`src/verilog/mdsc_pkg.sv`:
```
// Shared constants for the MAC-side delay and serial interface control block
package mdsc_pkg;
  // Register indices; byte address is four times the index
  localparam logic [11:0] IDX_DELAY = 12'h602;
  localparam logic [11:0] IDX_CTRL = 12'h608;
  localparam logic [11:0] IDX_STATUS = 12'h60a;
  localparam logic [11:0] IDX_IRQ_STS = 12'h610;
  localparam logic [11:0] IDX_IRQ_MASK = 12'h611;
  // Delay register fields
  localparam int DLY_TX_POS = 0;
  localparam int DLY_RX_POS = 1;
  // Control register fields
  localparam int CTL_AN_EN_POS = 0;
  localparam int CTL_TMR_POS = 1;
  localparam int CTL_TX_INV_POS = 7;
  localparam int CTL_RX_INV_POS = 8;
  localparam int CTL_EN_POS = 9;
  localparam int CTL_FVAL_POS = 10;
  localparam int CTL_FORCE_POS = 14;
  localparam int CTL_TXERR_DIS_POS = 15;
  localparam logic [15:0] CTL_RESET = 16'h007b;
  localparam logic [1:0] TMR_RESET = 2'h1;
  localparam logic AN_EN_RESET = 1'b1;
  // Interrupt status bits
  localparam int IRQ_PAGE = 0;
  localparam int IRQ_DONE = 1;
  localparam int IRQ_UP = 2;
  localparam int IRQ_DOWN = 3;
  localparam int IRQ_W = 4;
  // Timing
  localparam int CLK_PERIOD_NS = 25;
  localparam int TMR_1P6MS_NS = 1600000;
  localparam int TMR_2US_NS = 2000;
  localparam int TMR_800US_NS = 800000;
  localparam int TMR_11MS_NS = 11000000;
  localparam int TMR_1P6MS_CYC = TMR_1P6MS_NS / CLK_PERIOD_NS;
  localparam int TMR_2US_CYC = TMR_2US_NS / CLK_PERIOD_NS;
  localparam int TMR_800US_CYC = TMR_800US_NS / CLK_PERIOD_NS;
  localparam int TMR_11MS_CYC = TMR_11MS_NS / CLK_PERIOD_NS;
  // Word alignment
  localparam logic [3:0] WORD_LAST_BIT = 4'h9;
  localparam logic [6:0] COMMA_POS = 7'b0011111;
  localparam logic [6:0] COMMA_NEG = 7'b1100000;
  localparam logic [1:0] SYNC_COMMAS = 2'h2;
  localparam logic [3:0] MISS_MAX = 4'hf;
  localparam logic [1:0] PAGE_MATCHES = 2'h2;
  localparam logic [1:0] STRAP_LOAD_CNT = 2'h2;
  typedef enum logic [3:0] {ST_LOSS, ST_CDET, ST_SYNC} mdsc_align_e;
endpackage : mdsc_pkg

```
`src/verilog/mdsc_sync.sv`:
```
// Two-flop synchroniser bank for pins from outside the core clock
`timescale 1ns/10ps
`default_nettype none
module mdsc_sync #(
  parameter int W = 3
) (
  input wire logic clk,
  input wire logic rst_n,
  input wire logic [W-1:0] d,
  output logic [W-1:0] q
);
  logic [W-1:0] meta_ff;

  for (genvar i = 0; i < W; i++) begin : g_bit
    always_ff @(posedge clk or negedge rst_n) begin
      if (!rst_n) begin
        meta_ff[i] <= 1'b0;
        q[i] <= 1'b0;
      end else begin
        meta_ff[i] <= d[i];
        q[i] <= meta_ff[i];
      end
    end
  end
endmodule : mdsc_sync
`default_nettype wire

```
`src/verilog/mdsc_ctrl.sv`:
```
// Delay select, serial interface control and status with AHB-Lite access
//
// The AHB-Lite interface to the registers is this design's own decision.
`timescale 1ns/10ps
`default_nettype none
module mdsc_ctrl #(
  parameter int TMR_1P6MS = mdsc_pkg::TMR_1P6MS_CYC,
  parameter int TMR_800US = mdsc_pkg::TMR_800US_CYC,
  parameter int TMR_11MS = mdsc_pkg::TMR_11MS_CYC
) (
  input wire logic hclk,
  input wire logic hresetn,
  input wire logic hsel,
  input wire logic [31:0] haddr,
  input wire logic [1:0] htrans,
  input wire logic hwrite,
  input wire logic [2:0] hsize,
  input wire logic [31:0] hwdata,
  input wire logic hready,
  output logic hreadyout,
  output logic hresp,
  output logic [31:0] hrdata,
  input wire logic link_clk,
  input wire logic link_rxd,
  input wire logic sgmii_en_strap,
  input wire logic tx_bit,
  input wire logic tx_err,
  output logic sgmii_txd,
  output logic sgmii_tx_err,
  output logic rgmii_rx_dly_en,
  output logic rgmii_tx_dly_en,
  output logic sgmii_active,
  output logic irq
);
  import mdsc_pkg::*;

  logic dp_valid_ff, dp_write_ff, rd_pend_ff;
  logic [11:0] dp_idx_ff;
  logic txerr_dis_ff, force_ff, en_ff, rx_inv_ff, tx_inv_ff, an_en_ff;
  logic [3:0] fval_ff;
  logic [1:0] tmr_sel_ff;
  logic [1:0] strap_cnt_ff;
  logic [IRQ_W-1:0] irq_sts_ff, irq_mask_ff, irq_evt;
  logic [2:0] pin_s;
  logic lclk_s, rxd_s, strap_s, lclk_d_ff, bit_stb, rx_bit;
  logic [9:0] sr_ff, word;
  logic [3:0] phase_ff, idx_ff, sel_idx;
  logic comma, wb, hit;
  mdsc_align_e state_ff;
  logic [1:0] good_ff;
  logic [3:0] miss_ff;
  logic prev_comma_ff, page_ff, done_ff, link_up_ff;
  logic [9:0] last_cfg_ff;
  logic [1:0] match_ff;
  logic [19:0] tmr_ff, tmr_lim;
  logic an_clr, wr_ctrl, wr_dly, wr_msk, wr_sts;
  logic [15:0] ctrl_rd, stat_rd;

  mdsc_sync #(.W(3)) u_sync (
    .clk(hclk),
    .rst_n(hresetn),
    .d({sgmii_en_strap, link_rxd, link_clk}),
    .q(pin_s)
  );
  assign lclk_s = pin_s[0];
  assign rxd_s = pin_s[1];
  assign strap_s = pin_s[2];

  // Bus slave: writes take no wait, reads take one so the data is a flop
  always_ff @(posedge hclk or negedge hresetn) begin
    if (!hresetn) begin
      dp_valid_ff <= 1'b0;
      dp_write_ff <= 1'b0;
      dp_idx_ff <= 12'h000;
      rd_pend_ff <= 1'b0;
      hreadyout <= 1'b1;
      hrdata <= 32'h0000_0000;
    end else begin
      rd_pend_ff <= 1'b0;
      if (hready) begin
        dp_valid_ff <= hsel & htrans[1];
        dp_write_ff <= hwrite;
        dp_idx_ff <= haddr[13:2];
        if (hsel & htrans[1] & !hwrite) begin
          hreadyout <= 1'b0;
          rd_pend_ff <= 1'b1;
        end
      end
      if (rd_pend_ff) begin
        hreadyout <= 1'b1;
        case (dp_idx_ff)
          IDX_DELAY: hrdata <= {30'h0, rgmii_rx_dly_en, rgmii_tx_dly_en};
          IDX_CTRL: hrdata <= {16'h0000, ctrl_rd};
          IDX_STATUS: hrdata <= {16'h0000, stat_rd};
          IDX_IRQ_STS: hrdata <= {28'h0, irq_sts_ff};
          IDX_IRQ_MASK: hrdata <= {28'h0, irq_mask_ff};
          default: hrdata <= 32'h0000_0000;
        endcase
      end
    end
  end
  assign hresp = 1'b0;

  assign wr_ctrl = dp_valid_ff & dp_write_ff & (dp_idx_ff == IDX_CTRL);
  assign wr_dly = dp_valid_ff & dp_write_ff & (dp_idx_ff == IDX_DELAY);
  assign wr_sts = dp_valid_ff & dp_write_ff & (dp_idx_ff == IDX_IRQ_STS);
  assign wr_msk = dp_valid_ff & dp_write_ff & (dp_idx_ff == IDX_IRQ_MASK);

  always_ff @(posedge hclk or negedge hresetn) begin
    if (!hresetn) begin
      rgmii_rx_dly_en <= 1'b0;
      rgmii_tx_dly_en <= 1'b0;
    end else if (wr_dly) begin
      rgmii_rx_dly_en <= hwdata[DLY_RX_POS];
      rgmii_tx_dly_en <= hwdata[DLY_TX_POS];
    end
  end

  // Strap is caught once the synchroniser holds a settled value
  always_ff @(posedge hclk or negedge hresetn) begin
    if (!hresetn) begin
      strap_cnt_ff <= 2'h0;
    end else if (strap_cnt_ff != 2'h3) begin
      strap_cnt_ff <= strap_cnt_ff + 2'h1;
    end
  end

  always_ff @(posedge hclk or negedge hresetn) begin
    if (!hresetn) begin
      txerr_dis_ff <= CTL_RESET[CTL_TXERR_DIS_POS];
      force_ff <= CTL_RESET[CTL_FORCE_POS];
      fval_ff <= CTL_RESET[CTL_FVAL_POS +: 4];
      en_ff <= 1'b0;
      rx_inv_ff <= CTL_RESET[CTL_RX_INV_POS];
      tx_inv_ff <= CTL_RESET[CTL_TX_INV_POS];
      tmr_sel_ff <= TMR_RESET;
      an_en_ff <= AN_EN_RESET;
    end else if (strap_cnt_ff == STRAP_LOAD_CNT) begin
      en_ff <= strap_s;
    end else if (wr_ctrl) begin
      txerr_dis_ff <= hwdata[CTL_TXERR_DIS_POS];
      force_ff <= hwdata[CTL_FORCE_POS];
      fval_ff <= hwdata[CTL_FVAL_POS +: 4];
      en_ff <= hwdata[CTL_EN_POS];
      rx_inv_ff <= hwdata[CTL_RX_INV_POS];
      tx_inv_ff <= hwdata[CTL_TX_INV_POS];
      tmr_sel_ff <= hwdata[CTL_TMR_POS +: 2];
      an_en_ff <= hwdata[CTL_AN_EN_POS];
    end
  end

  assign ctrl_rd = {txerr_dis_ff, force_ff, fval_ff, en_ff, rx_inv_ff,
                    tx_inv_ff, 4'h0, tmr_sel_ff, an_en_ff};
  assign stat_rd = {3'h0, page_ff, link_up_ff, done_ff,
                    state_ff != ST_LOSS, state_ff == ST_SYNC,
                    sel_idx, state_ff};

  // Transmit side, gated off while the serial path is disabled
  always_ff @(posedge hclk or negedge hresetn) begin
    if (!hresetn) begin
      sgmii_txd <= 1'b0;
      sgmii_tx_err <= 1'b0;
      sgmii_active <= 1'b0;
    end else begin
      sgmii_active <= en_ff;
      sgmii_txd <= en_ff & (tx_bit ^ tx_inv_ff);
      sgmii_tx_err <= en_ff & tx_err & !txerr_dis_ff;
    end
  end

  // Link clock edge finder on the synchronised level
  always_ff @(posedge hclk or negedge hresetn) begin
    if (!hresetn) begin
      lclk_d_ff <= 1'b0;
    end else begin
      lclk_d_ff <= lclk_s;
    end
  end
  assign bit_stb = lclk_s & !lclk_d_ff & en_ff;
  assign rx_bit = rxd_s ^ rx_inv_ff;
  assign word = {sr_ff[8:0], rx_bit};
  assign comma = (word[9:3] == COMMA_POS) || (word[9:3] == COMMA_NEG);
  assign sel_idx = force_ff ? fval_ff : idx_ff;
  assign wb = bit_stb & (phase_ff == sel_idx);
  // Free search only while unforced and out of alignment
  assign hit = bit_stb & !force_ff & (state_ff == ST_LOSS) & comma;

  always_ff @(posedge hclk or negedge hresetn) begin
    if (!hresetn) begin
      sr_ff <= 10'h000;
      phase_ff <= 4'h0;
      idx_ff <= 4'h0;
    end else if (bit_stb) begin
      sr_ff <= word;
      phase_ff <= (phase_ff == WORD_LAST_BIT) ? 4'h0 : phase_ff + 4'h1;
      if (hit) begin
        idx_ff <= phase_ff;
      end
    end
  end

  always_ff @(posedge hclk or negedge hresetn) begin
    if (!hresetn) begin
      state_ff <= ST_LOSS;
      good_ff <= 2'h0;
      miss_ff <= 4'h0;
    end else if (!en_ff) begin
      state_ff <= ST_LOSS;
    end else begin
      case (state_ff)
        ST_LOSS: begin
          good_ff <= 2'h1;
          miss_ff <= 4'h0;
          if (hit || (wb && force_ff && comma)) begin
            state_ff <= ST_CDET;
          end
        end
        ST_CDET, ST_SYNC: begin
          if (wb && comma) begin
            miss_ff <= 4'h0;
            if (good_ff == SYNC_COMMAS) begin
              state_ff <= ST_SYNC;
            end else begin
              good_ff <= good_ff + 2'h1;
            end
          end else if (wb) begin
            miss_ff <= miss_ff + 4'h1;
            if (miss_ff == MISS_MAX) begin
              state_ff <= ST_LOSS;
            end
          end
        end
        default: state_ff <= ST_LOSS;
      endcase
    end
  end

  // Page: a non-zero word after a comma seen four times running
  assign an_clr = (state_ff != ST_SYNC) | !an_en_ff;
  always_ff @(posedge hclk or negedge hresetn) begin
    if (!hresetn) begin
      prev_comma_ff <= 1'b0;
      last_cfg_ff <= 10'h000;
      match_ff <= 2'h0;
      page_ff <= 1'b0;
    end else if (an_clr) begin
      prev_comma_ff <= 1'b0;
      match_ff <= 2'h0;
      page_ff <= 1'b0;
    end else if (wb) begin
      prev_comma_ff <= comma;
      if (prev_comma_ff) begin
        last_cfg_ff <= word;
        if (word != last_cfg_ff) begin
          match_ff <= 2'h0;
        end else if (match_ff != PAGE_MATCHES) begin
          match_ff <= match_ff + 2'h1;
        end else if (word != 10'h000) begin
          page_ff <= 1'b1;
        end
      end
    end
  end

  always_comb begin
    case (tmr_sel_ff)
      2'h0: tmr_lim = 20'(TMR_1P6MS);
      2'h1: tmr_lim = 20'(TMR_2US_CYC);
      2'h2: tmr_lim = 20'(TMR_800US);
      default: tmr_lim = 20'(TMR_11MS);
    endcase
  end

  always_ff @(posedge hclk or negedge hresetn) begin
    if (!hresetn) begin
      tmr_ff <= 20'h00000;
      done_ff <= 1'b0;
    end else if (an_clr || !page_ff) begin
      tmr_ff <= 20'h00000;
      done_ff <= 1'b0;
    end else if (!done_ff) begin
      tmr_ff <= tmr_ff + 20'h00001;
      if (tmr_ff == tmr_lim - 20'h00001) begin
        done_ff <= 1'b1;
      end
    end
  end

  // Without negotiation the link follows sync alone
  always_ff @(posedge hclk or negedge hresetn) begin
    if (!hresetn) begin
      link_up_ff <= 1'b0;
    end else begin
      link_up_ff <= (state_ff == ST_SYNC) & (done_ff | !an_en_ff);
    end
  end

  logic page_d_ff, done_d_ff, up_d_ff;
  always_ff @(posedge hclk or negedge hresetn) begin
    if (!hresetn) begin
      page_d_ff <= 1'b0;
      done_d_ff <= 1'b0;
      up_d_ff <= 1'b0;
    end else begin
      page_d_ff <= page_ff;
      done_d_ff <= done_ff;
      up_d_ff <= link_up_ff;
    end
  end
  // Rising edges of the status flags, and the falling edge of link up
  assign irq_evt[IRQ_PAGE] = !page_d_ff & page_ff;
  assign irq_evt[IRQ_DONE] = !done_d_ff & done_ff;
  assign irq_evt[IRQ_UP] = !up_d_ff & link_up_ff;
  assign irq_evt[IRQ_DOWN] = up_d_ff & !link_up_ff;

  // Set wins over a same-cycle write-one clear
  always_ff @(posedge hclk or negedge hresetn) begin
    if (!hresetn) begin
      irq_sts_ff <= 4'h0;
      irq_mask_ff <= 4'h0;
      irq <= 1'b0;
    end else begin
      irq_sts_ff <= (irq_sts_ff & ~({4{wr_sts}} & hwdata[IRQ_W-1:0]))
                    | irq_evt;
      if (wr_msk) begin
        irq_mask_ff <= hwdata[IRQ_W-1:0];
      end
      irq <= |(irq_sts_ff & irq_mask_ff);
    end
  end

  AST_RXDLY: assert property (@(posedge hclk) disable iff (!hresetn)
    wr_dly |=> rgmii_rx_dly_en == $past(hwdata[DLY_RX_POS]))
    else $error("rx delay enable not taken from write");
  AST_TXDLY: assert property (@(posedge hclk) disable iff (!hresetn)
    wr_dly |=> rgmii_tx_dly_en == $past(hwdata[DLY_TX_POS]))
    else $error("tx delay enable not taken from write");
  AST_TXERR: assert property (@(posedge hclk) disable iff (!hresetn)
    txerr_dis_ff |=> !sgmii_tx_err)
    else $error("tx error shown while suppressed");
  AST_FORCE: assert property (@(posedge hclk) disable iff (!hresetn)
    force_ff && bit_stb |=> idx_ff == $past(idx_ff))
    else $error("search moved index while forced");
  AST_RXINV: assert property (@(posedge hclk) disable iff (!hresetn)
    bit_stb |=> sr_ff[0] == ($past(rxd_s) ^ $past(rx_inv_ff)))
    else $error("rx bit not inverted as set");
  AST_TXINV: assert property (@(posedge hclk) disable iff (!hresetn)
    en_ff |=> sgmii_txd == ($past(tx_bit) ^ $past(tx_inv_ff)))
    else $error("tx bit polarity wrong");
  AST_LINK: assert property (@(posedge hclk) disable iff (!hresetn)
    link_up_ff |-> $past(state_ff == ST_SYNC))
    else $error("link up without sync");
  AST_DONE: assert property (@(posedge hclk) disable iff (!hresetn)
    $rose(done_ff) |-> $past(page_ff) && $past(an_en_ff))
    else $error("negotiation done without page");
  AST_RSV: assert property (@(posedge hclk) disable iff (!hresetn)
    rd_pend_ff && dp_idx_ff == IDX_STATUS |=> hrdata[31:13] == 19'h0)
    else $error("reserved status bits not zero");
endmodule : mdsc_ctrl
`default_nettype wire

```
`config.mk`:
```
export PLATFORM = sky130hd
export DESIGN_NAME = mdsc_ctrl
export DESIGN_NICKNAME = d
export VERILOG_FILES = /design/src/verilog/mdsc_pkg.sv /design/src/verilog/mdsc_sync.sv /design/src/verilog/mdsc_ctrl.sv
export SDC_FILE = /design/constraint.sdc
export NUM_CORES = 1
export LEC_CHECK = 0
export BUFFER_PORTS_ARGS = -buffer_cell sky130_fd_sc_hd__buf_2
export CORE_MARGIN = 2
export CORE_UTILIZATION = 45
export DETAILED_ROUTE_END_ITERATION = 10
export GPL_TIMING_DRIVEN = 0
export PLACE_DENSITY_LB_ADDON = 0.08
export SLEW_MARGIN = 30
export SYNTH_ARGS = -nofsm -noshare
export SYNTH_HDL_FRONTEND = slang
export SYNTH_SLANG_ARGS = --single-unit
export TNS_END_PERCENT = 5
```
`constraint.sdc`:
```
create_clock -name hclk -period 4.1 [get_ports hclk]
set_clock_uncertainty 0.05 [all_clocks]
set_input_delay 1.23 -clock hclk [delete_from_list [all_inputs] [get_ports hclk]]
set_output_delay 1.23 -clock hclk [all_outputs]
set_load 0.1 [all_outputs]
```
Word-level counts from Yosys, hierarchy flattened
Cells that the tools add are included.
- $add $sub $neg: 7
- equal/unequal tests: 31
- multiplexer cells: 42
- bitwise logic cells: 32
- reductions and logical operators: 39
- operator list (kind ; number):
    $pmux 16 s5 ; 1
    $eq 12x11->1 const B ; 5
    $pmux 19 s3 ; 1
    $mux 20 ; 2
    $mux 4 ; 10
    $and 1x1->1 ; 21
    $add 20x1->20 const B ; 1
    $eq 20x20->1 ; 1
    $sub 20x1->20 const B ; 1
    $mux 1 ; 18
    $pmux 4 s2 ; 2
    $mux 2 ; 7
    $reduce_bool 2->1 ; 7
    $and 4x4->4 ; 3
    $ne 2x2->1 const B ; 6
    $ne 4x4->1 const B ; 3
    $logic_not 1->1 ; 10
    $ne 10x10->1 ; 1
    $reduce_bool 10->1 ; 1
    $reduce_and 3->1 ; 3
    $add 4x1->4 const B ; 2
    $eq 4x4->1 const B ; 2
    $reduce_and 4->1 ; 2
    $eq 7x5->1 const B ; 1
    27 further kinds ; 40
- flip-flop bits (word level): 149
- bits of input ports: 79
- output and inout bits: 40
- word-level logic and storage cells: 197

Longest topological paths before layout
- depth after elaboration: 10
- gate-level depth with buffers: 9
- gate-level depth less buffers: 7

By module
Synthesis repeated with hierarchy kept, for this count alone.
- cell total of the unflattened synthesis: 578
- area total of the unflattened synthesis: 6319.8 um2
- by module, submodules not included (module ; times used ; cells each ; area each (um2) ; sequential area each (um2)):
    mdsc_ctrl ; 1 ; 572 ; 6169.7 ; 3131.8
    mdsc_sync ; 1 ; 6 ; 150.1 ; 150.1

Worst setup path after synthesis
Ideal clock, no wire load.
- path type: in2reg
- start: in hready
- end: reg dp_idx_ff[0]
- setup time: 0.125 ns
- arrival: 2.162 ns
- data required time: 3.925 ns
- setup slack: 1.763 ns
- stages: 3
- path buffers: 2
- path through: clkbuf_1 -> buf_1 -> mux2_2
- RTL lines (item ; line ; text):
    from (decl) ; mdsc_ctrl.sv:19 ; input wire logic hready,
    to (signal assigned) ; mdsc_ctrl.sv:83 ; dp_idx_ff <= haddr[13:2];
    to (decl) ; mdsc_ctrl.sv:38 ; logic [11:0] dp_idx_ff;
No word-level cell between the ends.

Worst setup path in the final report
- start: reg dp_idx_ff[2]
- end: reg fval_ff[0]
- longest elaborated chain between the ends: 3
- ends and longest elaborated chain (item ; line ; text):
    $eq 12x11->1 ; mdsc_ctrl.sv:104 ; assign wr_ctrl = dp_valid_ff & dp_write_ff & (dp_idx_ff == IDX_CTRL);
    $and 1x1->1 ; mdsc_ctrl.sv:104 ;
    $reduce_and 2->1 (no source line) ; -- ;
    to (signal assigned) ; mdsc_ctrl.sv:132 ; fval_ff <= CTL_RESET[CTL_FVAL_POS +: 4];
    to (signal assigned) ; mdsc_ctrl.sv:143 ; fval_ff <= hwdata[CTL_FVAL_POS +: 4];
    to (decl) ; mdsc_ctrl.sv:40 ; logic [3:0] fval_ff;
Every way passes these cells.
A chain may end at the register's enable or synchronous reset.

==> metrics.csv <==
stage;metric;value;unit
run_status;outcome;finished, final reports clean;
global_route;initial antenna violation count;0;
route;DR pass1 iterations;4;
yosys;syn avg cell area;10.94;um2
route;via/cell ratio;5.097;
yosys;Post-synth EDFFs;0;
yosys;Synth Instances;573;
worst_setup_path;Critical Setup Path Class;register to register;
cts;Clock transition at path regs;0.05;ns
yosys;Seq/Total Area, Yosys;52.36;%
global_route;grt ovf;0;
cts;# H-tree levels;4;
global_route;met3 Resource Use GR;5.056;%
route;Residual DRC;0;
worst_setup_path;crit-path max FO;10;
final_layout;layout cell share with drive strength beyond 1;22.39;%
worst_setup_path;WP data arrival;3.01;ns
die;Initial Util;45.69;%
die;num rows;43;
final_layout;most common cell after layout, fill and taps aside;dfrtp_1;
global_route;largest net degree at the start of global routing;77;
final_layout;fin nets;759;
cts;hold_buf cts;0;
timing;Worst-Margin Slew;0.8272;ns
die;core area;13720;um2
timing;RSZ-0062 raised after global routing;false;
timing;setup TNS;0;ns
final_layout;area delta synth->final;19.34;%
route;routed len/inst;15.39;um
route;Final ANT Viol Nets;0;
global_route;first-pass GRT wire length;22310;um
global_route;Top Usage Layer GRT;met2;
timing;Max-slew headroom;44.35;%
placement;PortBufs;57;
yosys;Yosys reg bits;131;
cts;CTS buffer count;17;
cts;Resized cells post-CTS;0;
cts;clk root buf;clkbuf_16;
power;Pwr Total;0.003508;W
final_layout;most frequent cells in the layout;128 x dfrtp_1, 65 x nand2_1, 57 x buf_2, 54 x nor2_1;
global_route;GR Util All Layers;19.40;%
min_path;Tightest Hold Check Type;register to register;
timing;final setup fails;0;
global_route;GR Util met1;25.55;%
timing;Slew Limit Fails;0;
route;DR iter-0 viols;243;
timing;Final Cycle Share;67.55;%
yosys;Synth area leader;dfrtp_1;
global_route;vias in the first global route;4457;
route;Routed WL;13220;um
power;maximum vdd ir drop;279.0;uV
placement;gpl congestion;0.7986;
die;chip width;122.0;um
yosys;share of the synthesized area in the top cell type;51.10;%
placement;Detailed Place HPWL;9521;um
worst_setup_path;Critical Path Start Type;register;
yosys;leading register cell type out of synthesis;dfrtp_1;
die;# IOs;119;
worst_setup_path;critical path required time;4.34;ns
global_route;GRT met2 Usage;31.39;%
power;Power Dens Cells;468.9;nW/um2
die;Die H;122.0;um
yosys;Syn. warnings;0;
cts;Clock Latency Late Sink;0.42;ns
route;via count;4378;
worst_setup_path;Crit. End Element;register;
cts;TritonCTS clock tree;done;
power;Lkg Pwr;3.494;nW
cts;Post-CTS Repair Setup Buffers;0;
yosys;post-synthesis cell area;6269;um2
yosys;Synth area leaders;dfrtp_1 51%, nand2_1 3.9%, mux2_2 3.8%;
placement;worst slack, placed;1.356;ns
final_layout;# fillers;1232;
timing;Max Clk Rate;361.1;MHz
cts;Max Root-Sink Buffers;2;
cts;clock sinks;131;
yosys;Netlist cell types;63;
die;die footprint;14890;um2
timing;Hold Vio Cnt, Final;0;
job;max-cap violations;0;
yosys;asr flop ratio synth;100.0;%
timing;min Tclk post-route;2.770;ns
final_layout;# diodes;0;
timing;fin worst setup slack;1.330;ns
[synthesized netlist by cell type, types with 6 or more instances]
cell type and n:
dfrtp_1 128, nand2_1 65, nor2_1 54, inv_1 23, xnor2_1 23, mux2_2 21
nand3_1 20, buf_4 18, mux2_1 16, xor2_1 16, o21ai_0 15, clkbuf_1 14
ha_1 14, mux2i_1 13, a21oi_1 12, nand4_1 10, nor3_1 9, a221oi_1 8
mux2_4 7, nor2b_1 6, nor4_1 6
[critical path, cell delays in order, from the launching register on]
cell and delay [ns]:
dfrtp_1 0.37, or4_1 0.57, nor4_2 0.18, nor3b_2 0.31, nand3_1 0.26, nor2_2 0.28
buf_4 0.27, mux2_1 0.34
[final timing paths]
kind / from / to / slack (ns) / depth (start not counted)
setup / recovery: dp_idx_ff[2]$_DFFE_PN0P_ / fval_ff[0]$_DFFE_PN0P_ / 1.33 / 7
hold / removal: u_sync.meta_ff[0]$_DFF_PN0_ / u_sync.q[0]$_DFF_PN0_ / 0.30 / 0
setup reg to reg: dp_idx_ff[2]$_DFFE_PN0P_ / fval_ff[0]$_DFFE_PN0P_ / 1.33 / 7
hold reg to reg: u_sync.meta_ff[0]$_DFF_PN0_ / u_sync.q[0]$_DFF_PN0_ / 0.30 / 0
max in group asynchronous: hresetn / hreadyout$_DFFE_PN1P_ / 2.57 / 2
min in group asynchronous: hresetn / dp_idx_ff[2]$_DFFE_PN0P_ / 0.73 / 1
[area by class of cell]
class / count / area, um2 / area share (%)
plain buffers: 37 / 222.7 / 2.977
clock buffers: 22 / 474.2 / 6.339
clock inverters: 10 / 130.1 / 1.739
inverters: 23 / 86.33 / 1.154
multi-input cells: 398 / 2738 / 36.59
flip-flops and latches: 131 / 3282 / 43.87
well taps: 180 / 225.2 / 3.011
repair buffers: 58 / 322.8 / 4.315
[metal layers]
metal	vias up	routed length [um]
met5	-	0
met4	0	197
met3	21	527
met2	69	6384
met1	2154	6109
li1	2134	-
[cells by family (layout without fill, tap and decap cells)]
| group | count (synthesis) | in the layout | synth area share [%] |
|---|---|---|---|
| AND/OR/NAND/NOR | 206 | 206 | 16.65 |
| flip-flops | 131 | 131 | 52.36 |
| AO/OA/AOI/OAI | 64 | 64 | 7.006 |
| buffers and inverters | 60 | 150 | 4.930 |
| multiplexers | 57 | 57 | 10.40 |
| XOR/XNOR | 40 | 40 | 5.808 |
| adder cells (fa/ha/maj) | 14 | 14 | 2.794 |
| other | 1 | 17 | 0.05982 |
[flip-flops by register name (all words and copies together), names as in the netlist, 3 cells and up]
signal and count:
sr_ff 9, irq_sts_ff 4, idx_ff 4, irq_mask_ff 4, last_cfg_ff 10, phase_ff 4
miss_ff 4, dp_idx_ff 12, u_sync.q 3, u_sync.meta_ff 3, tmr_ff 20, hrdata 16
fval_ff 4
[metrics by stage]
step	cells	hold slack [ns]	utilization, %	area, um2
global placement	826	0.2830	49.85	6839
global route	859	0.3029	54.53	7481
finish	859	0.2967	54.53	7481
floorplan	589	0.2812	-	6329
CTS	859	0.2972	54.53	7481
detailed placement	827	0.2847	50.12	6877
[power breakdown]
| part | switching, W | total, W | leakage (nW) | internal (W) |
|---|---|---|---|---|
| combinational | 0.000375 | 0.000519 | 1.51 | 0.000144 |
| clock | 0.000533 | 0.00153 | 0.296 | 0.000998 |
| sequential | 0.0000840 | 0.00146 | 1.69 | 0.00137 |
No activity file was read; power rests on OpenSTA's default activity.
